File: src/hw/msbi_defs.vh
// Constants for the motion status bit image
`ifndef MSBI_DEFS_VH
`define MSBI_DEFS_VH
`define MSBI_IMG_W        80
`define MSBI_OFS_ERR      0
`define MSBI_OFS_LLOGIC   1
`define MSBI_OFS_NEWCFG   2
`define MSBI_OFS_GPI_LO   4
`define MSBI_OFS_GPI_HI   12
`define MSBI_OFS_AXIS1    16
`define MSBI_AXIS_W       16
`define MSBI_NUM_AXES     4
`define MSBI_GPI_N        12
`define MSBI_SRC_N        32
`define MSBI_SRC_SEL_W    5
`define MSBI_CODE_W       16
`define MSBI_CMD_W        8
`define MSBI_CMD_CLR_NEWCFG 8'h49
`define MSBI_FLD_TORQUE   9
`define MSBI_FLD_SRDY     10
`define MSBI_FLD_RSV0     11
`define MSBI_FLD_RSV1     15
`endif

File: src/hw/msbi_status_image.v
// Status bit image of a four-axis motion module, captured once per host scan
// Functional notes
// - Full image is captured and presented every host scan, no host action needed.
// - Each bit sits at a fixed offset from the host-configured start address.
// - Axis 1 group spans offsets 16 to 31 in documented field order.
// - Axes 2-4 repeat the group at 32, 48, 64; axes 3,4 torque reserved.
// - Error present bit at offset 0 sets on any module or axis error.
// - Axis error writes an identifying code into that axis's error code word.
// - Module-wide error writes its code into the module status code word.
// - Only the clear-error command clears error bit and all error codes.
// - Clear-error while cause persists leaves the error present bit set.
// - Local logic active bit at offset 1 follows the running local program.
// - New configuration bit sets on host reset command or new configuration.
// - New configuration bit clears only on immediate command 49h.
// - Twelve configurable general input bits report their selected source state.
// - Default source of each general input bit is a faceplate input level.
// - Source of each general input bit comes from configuration, not fixed logic.
// - General input bits are offered to motion program wait and jump tests.
// - General input bits are offered as follower ramp enable/disable triggers.
// - Image is 32, 48, 64 or 80 bits for one to four axes; here always 80 bits, groups of unused axes read zero.
`timescale 1ns/1ps
`include "msbi_defs.vh"
module msbi_status_image
(
   input  wire                         clk,
   input  wire                         rst,
   input  wire                         scan_strobe,
   input  wire [2:0]                   axis_count,
   input  wire [`MSBI_IMG_W-1:0]       host_start_unused,
   input  wire                         local_logic_running,
   input  wire                         host_reset_cmd,
   input  wire                         host_new_config,
   input  wire                         imm_cmd_valid,
   input  wire [`MSBI_CMD_W-1:0]       imm_cmd_code,
   input  wire                         clear_error_cmd,
   input  wire                         module_err_event,
   input  wire [`MSBI_CODE_W-1:0]      module_err_code,
   input  wire                         module_err_cond,
   input  wire [`MSBI_NUM_AXES-1:0]    axis_err_event,
   input  wire [4*`MSBI_CODE_W-1:0]    axis_err_code_in,
   input  wire [`MSBI_NUM_AXES-1:0]    axis_err_cond,
   input  wire [4*`MSBI_AXIS_W-1:0]    axis_status_in,
   input  wire [`MSBI_NUM_AXES-1:0]    servo_ready_pins,
   input  wire [`MSBI_SRC_N-1:0]       gpi_sources,
   input  wire [`MSBI_GPI_N*`MSBI_SRC_SEL_W-1:0] gpi_src_sel,
   output reg  [`MSBI_IMG_W-1:0]       status_image,
   output reg                          image_valid,
   output reg  [`MSBI_CODE_W-1:0]      module_status_code,
   output reg  [4*`MSBI_CODE_W-1:0]    axis_error_code,
   output reg  [`MSBI_GPI_N-1:0]       gpi_bits,
   output reg                          error_present,
   output reg                          new_config_received
);

   // Axis slots, counted from zero
   localparam [2:0] AX1 = 3'h0;
   localparam [2:0] AX2 = 3'h1;
   localparam [2:0] AX3 = 3'h2;
   localparam [2:0] AX4 = 3'h3;

   // Two-flop synchronisers, working copies and per-axis code words
   reg  [`MSBI_NUM_AXES-1:0] srdy_s1_r;
   reg  [`MSBI_NUM_AXES-1:0] srdy_s2_r;
   reg  [`MSBI_SRC_N-1:0]    src_s1_r;
   reg  [`MSBI_SRC_N-1:0]    src_s2_r;
   reg  [`MSBI_IMG_W-1:0]    image_nxt;
   reg  [`MSBI_GPI_N-1:0]    gpi_nxt;
   reg  [`MSBI_AXIS_W-1:0]   grp0_nxt;
   reg  [`MSBI_AXIS_W-1:0]   grp1_nxt;
   reg  [`MSBI_AXIS_W-1:0]   grp2_nxt;
   reg  [`MSBI_AXIS_W-1:0]   grp3_nxt;
   reg  [`MSBI_CODE_W-1:0]   axis_code0_r;
   reg  [`MSBI_CODE_W-1:0]   axis_code1_r;
   reg  [`MSBI_CODE_W-1:0]   axis_code2_r;
   reg  [`MSBI_CODE_W-1:0]   axis_code3_r;
   reg                       err_cond_any;
   reg                       err_evt_any;

   // Source select per general input bit, table driven by configuration
   function src_pick;
      input [`MSBI_SRC_N-1:0]     srcs;
      input [`MSBI_SRC_SEL_W-1:0] sel;
      begin
         src_pick = srcs[sel];
      end
   endfunction

   // Axis slot is shown only when the configured axis count covers it
   function axis_on;
      input [2:0] count;
      input [2:0] idx;
      begin
         axis_on = (count > idx);
      end
   endfunction

   // One axis group with servo ready, reserved and torque fields applied
   function [`MSBI_AXIS_W-1:0] axis_group;
      input [`MSBI_AXIS_W-1:0] raw;
      input                    srdy;
      input                    on;
      input                    torque_kept;
      begin
         axis_group = {`MSBI_AXIS_W{1'b0}};
         if (on)
         begin
            axis_group = raw;
            axis_group[`MSBI_FLD_SRDY] = srdy;
            axis_group[`MSBI_FLD_RSV0] = 1'b0;
            axis_group[`MSBI_FLD_RSV1] = 1'b0;
            if (!torque_kept)
               axis_group[`MSBI_FLD_TORQUE] = 1'b0;
         end
      end
   endfunction

   // Servo ready pins are asynchronous, so two flops before use
   always @(posedge clk or posedge rst)
   begin
      if (rst)
      begin
         srdy_s1_r <= 4'h0;
         srdy_s2_r <= 4'h0;
      end
      else
      begin
         srdy_s1_r <= servo_ready_pins;
         srdy_s2_r <= srdy_s1_r;
      end
   end

   // Faceplate sources likewise; only the second flop is read
   always @(posedge clk or posedge rst)
   begin
      if (rst)
      begin
         src_s1_r <= 32'h0;
         src_s2_r <= 32'h0;
      end
      else
      begin
         src_s1_r <= gpi_sources;
         src_s2_r <= src_s1_r;
      end
   end

   // General inputs follow their configured source; faceplate levels by default
   always @*
   begin
      gpi_nxt[0]  = src_pick(src_s2_r, gpi_src_sel[4:0]);
      gpi_nxt[1]  = src_pick(src_s2_r, gpi_src_sel[9:5]);
      gpi_nxt[2]  = src_pick(src_s2_r, gpi_src_sel[14:10]);
      gpi_nxt[3]  = src_pick(src_s2_r, gpi_src_sel[19:15]);
      gpi_nxt[4]  = src_pick(src_s2_r, gpi_src_sel[24:20]);
      gpi_nxt[5]  = src_pick(src_s2_r, gpi_src_sel[29:25]);
      gpi_nxt[6]  = src_pick(src_s2_r, gpi_src_sel[34:30]);
      gpi_nxt[7]  = src_pick(src_s2_r, gpi_src_sel[39:35]);
      gpi_nxt[8]  = src_pick(src_s2_r, gpi_src_sel[44:40]);
      gpi_nxt[9]  = src_pick(src_s2_r, gpi_src_sel[49:45]);
      gpi_nxt[10] = src_pick(src_s2_r, gpi_src_sel[54:50]);
      gpi_nxt[11] = src_pick(src_s2_r, gpi_src_sel[59:55]);
   end

   // Any live error condition across module and axes
   always @*
   begin
      err_cond_any = module_err_cond | (|axis_err_cond);
      err_evt_any  = module_err_event | (|axis_err_event);
   end

   // Error flag; a new event beats a clear, a live cause survives it
   always @(posedge clk or posedge rst)
   begin
      if (rst)
      begin
         error_present <= 1'b0;
      end
      else
      begin
         if (clear_error_cmd)
            error_present <= err_cond_any;
         if (err_evt_any)
            error_present <= 1'b1;
      end
   end

   // Module status code, loaded in the same cycle as the flag
   always @(posedge clk or posedge rst)
   begin
      if (rst)
      begin
         module_status_code <= 16'h0000;
      end
      else
      begin
         if (clear_error_cmd)
            module_status_code <= 16'h0000;
         if (module_err_event)
            module_status_code <= module_err_code;
      end
   end

   // Axis 1 error code; a fresh code beats a clear in the same cycle
   always @(posedge clk or posedge rst)
   begin
      if (rst)
      begin
         axis_code0_r <= 16'h0000;
      end
      else
      begin
         if (clear_error_cmd)
            axis_code0_r <= 16'h0000;
         if (axis_err_event[0])
            axis_code0_r <= axis_err_code_in[15:0];
      end
   end

   // Axis 2 error code
   always @(posedge clk or posedge rst)
   begin
      if (rst)
      begin
         axis_code1_r <= 16'h0000;
      end
      else
      begin
         if (clear_error_cmd)
            axis_code1_r <= 16'h0000;
         if (axis_err_event[1])
            axis_code1_r <= axis_err_code_in[31:16];
      end
   end

   // Axis 3 error code
   always @(posedge clk or posedge rst)
   begin
      if (rst)
      begin
         axis_code2_r <= 16'h0000;
      end
      else
      begin
         if (clear_error_cmd)
            axis_code2_r <= 16'h0000;
         if (axis_err_event[2])
            axis_code2_r <= axis_err_code_in[47:32];
      end
   end

   // Axis 4 error code
   always @(posedge clk or posedge rst)
   begin
      if (rst)
      begin
         axis_code3_r <= 16'h0000;
      end
      else
      begin
         if (clear_error_cmd)
            axis_code3_r <= 16'h0000;
         if (axis_err_event[3])
            axis_code3_r <= axis_err_code_in[63:48];
      end
   end

   // Four code words presented as one port, still straight from flops
   always @*
   begin
      axis_error_code = {axis_code3_r, axis_code2_r, axis_code1_r, axis_code0_r};
   end

   // New configuration flag; set wins over the 49h clear
   always @(posedge clk or posedge rst)
   begin
      if (rst)
         new_config_received <= 1'b0;
      else if (host_reset_cmd || host_new_config)
         new_config_received <= 1'b1;
      else if (imm_cmd_valid && imm_cmd_code == `MSBI_CMD_CLR_NEWCFG)
         new_config_received <= 1'b0;
   end

   // Axis 1 group, shown whenever at least one axis is configured
   always @*
   begin
      grp0_nxt = axis_group(axis_status_in[15:0], srdy_s2_r[0], axis_on(axis_count, AX1), 1'b1);
   end

   // Axis 2 group keeps its torque limit bit
   always @*
   begin
      grp1_nxt = axis_group(axis_status_in[31:16], srdy_s2_r[1], axis_on(axis_count, AX2), 1'b1);
   end

   // Axes 3 and 4 have no torque limit, so that field reads zero
   always @*
   begin
      grp2_nxt = axis_group(axis_status_in[47:32], srdy_s2_r[2], axis_on(axis_count, AX3), 1'b0);
   end

   // Axis 4 group
   always @*
   begin
      grp3_nxt = axis_group(axis_status_in[63:48], srdy_s2_r[3], axis_on(axis_count, AX4), 1'b0);
   end

   // Assemble the image; unused axis groups and reserved bits stay zero
   always @*
   begin
      image_nxt = {`MSBI_IMG_W{1'b0}};
      image_nxt[`MSBI_OFS_ERR]    = error_present;
      image_nxt[`MSBI_OFS_LLOGIC] = local_logic_running;
      image_nxt[`MSBI_OFS_NEWCFG] = new_config_received;
      image_nxt[`MSBI_OFS_GPI_LO +: 8] = gpi_bits[7:0];
      image_nxt[`MSBI_OFS_GPI_HI +: 4] = gpi_bits[11:8];
      image_nxt[`MSBI_OFS_AXIS1 +: `MSBI_AXIS_W] = grp0_nxt;
      image_nxt[`MSBI_OFS_AXIS1 + `MSBI_AXIS_W +: `MSBI_AXIS_W] = grp1_nxt;
      image_nxt[`MSBI_OFS_AXIS1 + 2*`MSBI_AXIS_W +: `MSBI_AXIS_W] = grp2_nxt;
      image_nxt[`MSBI_OFS_AXIS1 + 3*`MSBI_AXIS_W +: `MSBI_AXIS_W] = grp3_nxt;
   end

   // General inputs registered once; costs a cycle, keeps the image glitch free
   always @(posedge clk or posedge rst)
   begin
      if (rst)
         gpi_bits <= 12'h000;
      else
         gpi_bits <= gpi_nxt;
   end

   // Valid follows the scan by one cycle
   always @(posedge clk or posedge rst)
   begin
      if (rst)
         image_valid <= 1'b0;
      else
         image_valid <= scan_strobe;
   end

   // Snapshot on each scan so the host never sees a torn image
   always @(posedge clk or posedge rst)
   begin
      if (rst)
         status_image <= 80'h0;
      else if (scan_strobe)
         status_image <= image_nxt;
   end

endmodule

File: config.mk
export PLATFORM = sky130hd
export DESIGN_NAME = msbi_status_image
export DESIGN_NICKNAME = d
export VERILOG_FILES = /design/src/hw/msbi_status_image.v
export VERILOG_INCLUDE_DIRS = /design/src /design/src/hw
export SDC_FILE = /design/constraint.sdc
export NUM_CORES = 1
export LEC_CHECK = 0
export BUFFER_PORTS_ARGS = -buffer_cell sky130_fd_sc_hd__clkbuf_2
export CORE_AREA = 2 2 205 207
export CTS_CLUSTER_DIAMETER = 100
export DETAILED_ROUTE_END_ITERATION = 10
export DIE_AREA = 0 0 207 209
export GPL_TIMING_DRIVEN = 1
export PLACE_DENSITY = 0.66
export SLEW_MARGIN = 20
export SYNTH_ARGS = -nofsm -noshare
export SYNTH_HDL_FRONTEND = slang
export SYNTH_SLANG_ARGS = --single-unit
File: constraint.sdc
create_clock -name clk -period 11.4 [get_ports clk]
set_clock_uncertainty 0.1 [all_clocks]
set_input_delay 2.28 -clock clk [delete_from_list [all_inputs] [get_ports clk]]
set_output_delay 2.28 -clock clk [all_outputs]
set_load 0.05 [all_outputs]
==> results of run 1 <==
## cells in the mapped netlist, types with 2 or more instances
library cell	n
mux2_1	13
nand2_1	187
nor2_1	19
nor3_1	2
and2_1	10
buf_1	5
a21oi_1	37
o21ai_1	37
a211oi_1	12
and2_2	2
nand4b_1	12
nor2b_1	11
mux2_2	2
nand2b_1	84
a22oi_1	48
mux2i_1	192
a22o_1	6
buf_4	11
inv_1	55
o21ai_0	92
buf_2	19
clkbuf_1	45
a311o_1	12
buf_6	13
buf_12	12
nand3_1	39
or2b_2	2
and2b_1	14
dfrtp_1	236
## sequential cells by signal, indices dropped and copies added (netlist names)
name and cells:
gpi_bits 12, module_status_code 16, axis_code3_r 16, new_config_received 1, status_image 69, src_s1_r 32
src_pick.srcs 32, axis_code0_r 16, error_present 1, image_valid 1, srdy_s1_r 4, axis_code1_r 16
axis_code2_r 16, srdy_s2_r 4
## cell type report
class	instances	area [sq um]
multi-input combinational	850	5512
antenna	2	5.005
inverter	55	214.0
tap	539	674.4
clock buffer	31	710.7
timing repair buffer	422	2125
clock inverter	19	292.8
sequential	236	5906
fill	4138	25850
## worst paths after layout
kind / start / endpoint / slack [ps] / depth (start not counted)
worst max-delay path: gpi_bits[4]$_DFF_PP0_ / gpi_bits[4] / 7720 / 1
max in group asynchronous: rst / axis_code1_r[13]$_DFFE_PP0P_ / 8020 / 3
min in group asynchronous: rst / src_s1_r[31]$_DFF_PP0_ / 1790 / 2
worst max register to register: src_pick.srcs[19]$_DFF_PP0_ / gpi_bits[0]$_DFF_PP0_ / 9480 / 5
worst min register to register: src_s1_r[2]$_DFF_PP0_ / src_pick.srcs[2]$_DFF_PP0_ / 230 / 0
worst min-delay path: src_s1_r[2]$_DFF_PP0_ / src_pick.srcs[2]$_DFF_PP0_ / 230 / 0
## per-layer routing
layer	up-vias	GRT usage (%)	routed length [microns]
met3	113	4.689	3618
met4	2	7.537	1613
met1	5101	22.25	16230
li1	4924	-	-
met5	-	0	13
met2	530	31.41	20020
## kinds of logic (layout without fill, tap and decap cells)
| kind of cell | after synthesis | count (layout) |
|---|---|---|
| AOI/OAI and AO/OA | 247 | 247 |
| buffers and inverters | 160 | 527 |
| DFF | 236 | 236 |
| muxes | 207 | 207 |
| other | 1 | 13 |
| and+or+nand+nor | 385 | 385 |
## stage by stage
step	util (%)	total power, mW	hold slack [ps]	cells
after detailed placement	34.95	1.507	234.7	2102
after global routing	37.39	2.585	239.2	2154
after floorplan	-	1.347	231.2	1246
final	37.39	2.479	234.2	2154
after global placement	34.95	1.498	231.2	2102
after CTS	37.38	2.511	236.0	2152
## report_power, final
part / leakage, nW / internal (mW) / switching, mW
combinational: 4.38 / 0.152 / 0.366
clock: 0.492 / 0.609 / 0.379
sequential: 2.87 / 0.903 / 0.0703
==> metrics.csv, run 1 <==
stage,metric,value,unit
timing,Finish-stage setup viols,0,
power_and_ir_drop,power per cell area,160.6,nW/um^2
yosys,Synth area leaders,"dfrtp_1 48%, mux2i_1 16%, nand2_1 5.7%",
place,Placed Area,14430,sq um
floorplan,die area,43260,sq um
yosys,Synth area leader,dfrtp_1,
drt,Initial DRC Count,866,
floorplan,Die Y,209,microns
setup_path,"slowest stage delay, CP",430,ps
grt,first-pass GRT wire length,62410,microns
setup_path,critical path type,reg -> out,
power_and_ir_drop,worst vdd rail ir drop,124.8,uV
timing,Max Fclk,271.5,MHz
clock_tree,"Gates resized, CTS repair",0,
setup_path,WP buf/inv,1,
place,I/O Buffers,418,
clock_tree,CTS tree,built,
floorplan,Die X,207,microns
setup_path,CP required,9020,ps
setup_path,CP Cell Sequence,clkbuf_2,
floorplan,Initial Utilization,29.88,%
setup_path,crit-path leading delay family,flip-flops,
place,hpwl dp,28510,microns
yosys,"EDFF count, synth",0,
yosys,Post-Synth Adder-Cell Area,0,%
timing,Tmin final,3683,ps
yosys,Synth top area share,47.87,%
drt,DRC Markers,0,
clock_tree,clock sink count,236,
yosys,mux share of post-synthesis cell area,16.95,%
clock_tree,clk root buf,clkbuf_16,
clock_tree,CTS max path bufs,3,
drt,antenna-violating nets left,0,
clock_tree,Post-CTS Setup Bufs,0,
drt,via count,10670,
clock_tree,"Clk Latency, worst-skew pair",570,ps
finish,Layout Nets,1941,
floorplan,I/O pin cnt,524,
setup_path,Setup crit start kind,flop,
place,Placement Setup Slack,7332,ps
drt,drt total wl,41500,microns
timing,Final Hold Violating Endpoints,0,
finish,Area Growth Syn to Fin,25.13,%
yosys,largest family of logic cells by synthesized area,multiplexers,
place,GP Congestion,0.8743,
setup_path,crit path DAT,1300,ps
timing,Tcrit/Tclk final,32.31,%
clock_tree,depth of the CTS H-tree,1,
flow_run,Max Cap Violations,0,
yosys,syn avg cell area,9.982,sq um
yosys,asr flop ratio synth,100.0,%
setup_path,endpoint class of the critical path,primary output,
yosys,Cell variety after synth,36,
run_status,status,"complete, no violations",
timing,Slew Limit Headroom,38.99,%
yosys,"Cell Area, Synth",12340,sq um
drt,WL per Instance,19.26,microns
grt,vias in the first global route,10680,
drt,Via density,4.954,
min_path,Hold Crit Class,reg -> reg,
drt,TritonRoute pass-1 iters,8,
yosys,synthesized instance count,1236,
floorplan,Core Area,41290,sq um
floorplan,FP Rows,75,
timing,Pins Over Slew Limit,0,
yosys,ys flop type,dfrtp_1,
clock_tree,hold buffer count at CTS,0,
yosys,simple-gate portion of the synthesized area,15.40,%
setup_path,Crit-path slowest cell,dfrtp_1,
yosys,"flops & latches, synth",236,
grt,gr ovfl total,0,
finish,fraction of layout cells with a size suffix above 1,29.57,%
power_and_ir_drop,Leakage,7.742,nW
timing,Worst-Margin Slew,915.1,ps
setup_path,Crit Path Max Fanout,2,
grt,initial antenna violation count,6,
yosys,Synth Area in Compound Gates,11.99,%
timing,total negative slack,0,ps
finish,Final Instance Area,15440,sq um
yosys,XOR/XNOR share of the synthesized area,0,%
timing,setup slack after layout,7717,ps
grt,largest net degree at the start of global routing,129,
yosys,register area share after synthesis,47.87,%
clock_tree,clk slew on worst S/H paths,60,ps
grt,Total GRT Usage,18.45,%
yosys,Synth Warn #,0,
finish,"commonest non-fill, non-tap cells in the layout","417 x clkbuf_2, 236 x dfrtp_1, 192 x mux2i_1",
clock_tree,cts bufs inserted,27,
timing,RSZ-0062 raised after global routing,no,
finish,"commonest non-fill, non-tap cell in the layout",clkbuf_2,
No activity file was read; power rests on OpenSTA's default activity.
==> run 2, diff against run 1 <==
- CORE_AREA: 2 2 205 207 -> 2 2 203 205
- DIE_AREA: 0 0 207 209 -> 0 0 205 207
- PLACE_DENSITY: 0.66 -> 0.69
- clock period: 11.4 -> 3.2 ns (I/O delays scaled with it)
==> metrics.csv, run 2 (synthesis gave the netlist of run 1 again) <==
stage,metric,value,unit,change
clock_tree,clock sink count,236,,unchanged
clock_tree,clk root buf,clkbuf_16,,
finish,Area Growth Syn to Fin,25.97,%,
place,I/O Buffers,418,,unchanged
finish,fraction of layout cells with a size suffix above 1,29.81,%,+0.24 points
timing,Tcrit/Tclk final,67.66,%,
setup_path,Setup crit start kind,flop,,
clock_tree,CTS tree,built,,
setup_path,critical path type,reg -> out,,
grt,initial antenna violation count,1,,-5
flow_run,Max Cap Violations,0,,unchanged
clock_tree,Post-CTS Setup Bufs,0,,unchanged
power_and_ir_drop,power per cell area,564.6,nW/um^2,+250%
timing,RSZ-0062 raised after global routing,no,,
finish,"commonest non-fill, non-tap cells in the layout","417 x clkbuf_2, 236 x dfrtp_1, 192 x mux2i_1",,
drt,DRC Markers,0,,unchanged
grt,largest net degree at the start of global routing,59,,-54%
timing,Worst-Margin Slew,932.1,ps,+16.93 ps
clock_tree,clk slew on worst S/H paths,80,ps,+20 ps
power_and_ir_drop,worst vdd rail ir drop,443.8,uV,+260%
setup_path,CP Cell Sequence,clkbuf_2,,
floorplan,I/O pin cnt,524,,unchanged
timing,Final Hold Violating Endpoints,0,,unchanged
timing,Fin Hold WS,94.03,ps,-140.2 ps
drt,via count,10740,,+0.69%
setup_path,Crit Path Max Fanout,3,,+1
timing,Max Fclk,461.9,MHz,
drt,drt total wl,40530,microns,-2.3%
finish,Layout Nets,1948,,+0.36%
finish,max reg flops,69,,unchanged
setup_path,R2R setup slack,1300,ps,-8180 ps
floorplan,Core Area,40370,sq um,-2.2%
setup_path,endpoint class of the critical path,primary output,,
grt,first-pass GRT wire length,61980,microns,-0.69%
drt,antenna-violating nets left,0,,unchanged
drt,TritonRoute pass-1 iters,7,,-1
floorplan,Initial Utilization,30.56,%,+0.68 points
drt,Initial DRC Count,835,,-3.6%
setup_path,crit-path leading delay family,flip-flops,,
finish,"commonest non-fill, non-tap cell in the layout",clkbuf_2,,
floorplan,FP Rows,74,,-1.3%
setup_path,Crit-path slowest cell,dfrtp_1,,
setup_path,"slowest stage delay, CP",520,ps,+90 ps
min_path,Hold Crit Class,in -> reg,,
place,Placed Area,14530,sq um,+0.71%
finish,filler instances,4031,,-2.6%
setup_path,CP required,2460,ps,-6560 ps
clock_tree,"Gates resized, CTS repair",0,,unchanged
run_status,status,"complete, no violations",,
grt,gr ovfl total,0,,unchanged
power_and_ir_drop,Leakage,7.788,nW,+0.59%
finish,Final Instance Area,15540,sq um,+0.67%
grt,Total GRT Usage,18.70,%,+0.24 points
place,hpwl dp,28710,microns,+0.68%
timing,Pins Over Slew Limit,0,,unchanged
clock_tree,cts bufs inserted,27,,unchanged
clock_tree,"Clk Latency, worst-skew pair",560,ps,about the same
clock_tree,depth of the CTS H-tree,1,,unchanged
finish,register with the most flip-flops,status_image,,
clock_tree,CTS max path bufs,3,,unchanged
grt,vias in the first global route,10790,,+1.0%
setup_path,WP buf/inv,1,,unchanged
floorplan,Die Y,207,microns,-0.96%
setup_path,crit path DAT,1430,ps,+130 ps
drt,Via density,4.990,,+0.74%
drt,WL per Instance,18.83,microns,-2.3%
timing,Slew Limit Headroom,37.73,%,-1.3 points
timing,total negative slack,0,ps,unchanged
floorplan,die area,42440,sq um,-1.9%
clock_tree,hold buffer count at CTS,0,,unchanged
floorplan,Die X,205,microns,-0.97%
timing,Finish-stage setup viols,0,,unchanged
timing,Tmin final,2165,ps,
place,GP Congestion,0.8611,,-1.5%
run 2: cell type report:
type | count | area, sq um | share of cell area (%)
flip-flops and latches | 236 | 5906 | 38.00
multi-input cells | 850 | 5512 | 35.46
repair buffers | 429 | 2240 | 14.41
clock buffers | 34 | 742.0 | 4.774
well taps | 532 | 665.6 | 4.283
clock inverters | 16 | 265.3 | 1.707
inverters | 55 | 210.2 | 1.352
diodes | 1 | 2.502 | 0.01610
run 2: final timing paths:
path | startpoint | end | cells after the start
worst min register to register | src_s1_r[11]$_DFF_PP0_ | src_pick.srcs[11]$_DFF_PP0_ | 0
worst max register to register | src_pick.srcs[2]$_DFF_PP0_ | gpi_bits[8]$_DFF_PP0_ | 3
worst min-delay path | gpi_sources[3] | src_s1_r[3]$_DFF_PP0_ | 1
max in group asynchronous | rst | status_image[16]$_DFFE_PP0P_ | 3
worst max-delay path | gpi_bits[10]$_DFF_PP0_ | gpi_bits[10] | 1
min in group asynchronous | rst | gpi_bits[11]$_DFF_PP0_ | 2
run 2: stage by stage:
step                      total power [mW]  utilization [%]  setup slack (ps)  cells
after detailed placement             5.386            36.00             988.2   2102
after floorplan                      4.798                -            -631.9   1246
final                                8.776            38.50              1035   2153
after global routing                 9.159            38.49             954.2   2152
after global placement               5.341            36.00              1033   2102
after CTS                            8.888            38.49             944.5   2152
run 2: layer usage:
layer,track usage (%),up-vias,share of wire [%]
met5,0,-,0.032
met4,6.078,2,2.8
met3,3.744,94,8.7
met2,31.06,526,48
met1,24.31,5185,40
li1,-,4937,-
run 2: power by group:
| group | switching (mW) | total (mW) | internal (mW) |
|---|---|---|---|
| combinational | 1.31 | 1.86 | 0.553 |
| sequential | 0.256 | 3.47 | 3.22 |
| clock | 1.30 | 3.44 | 2.15 |
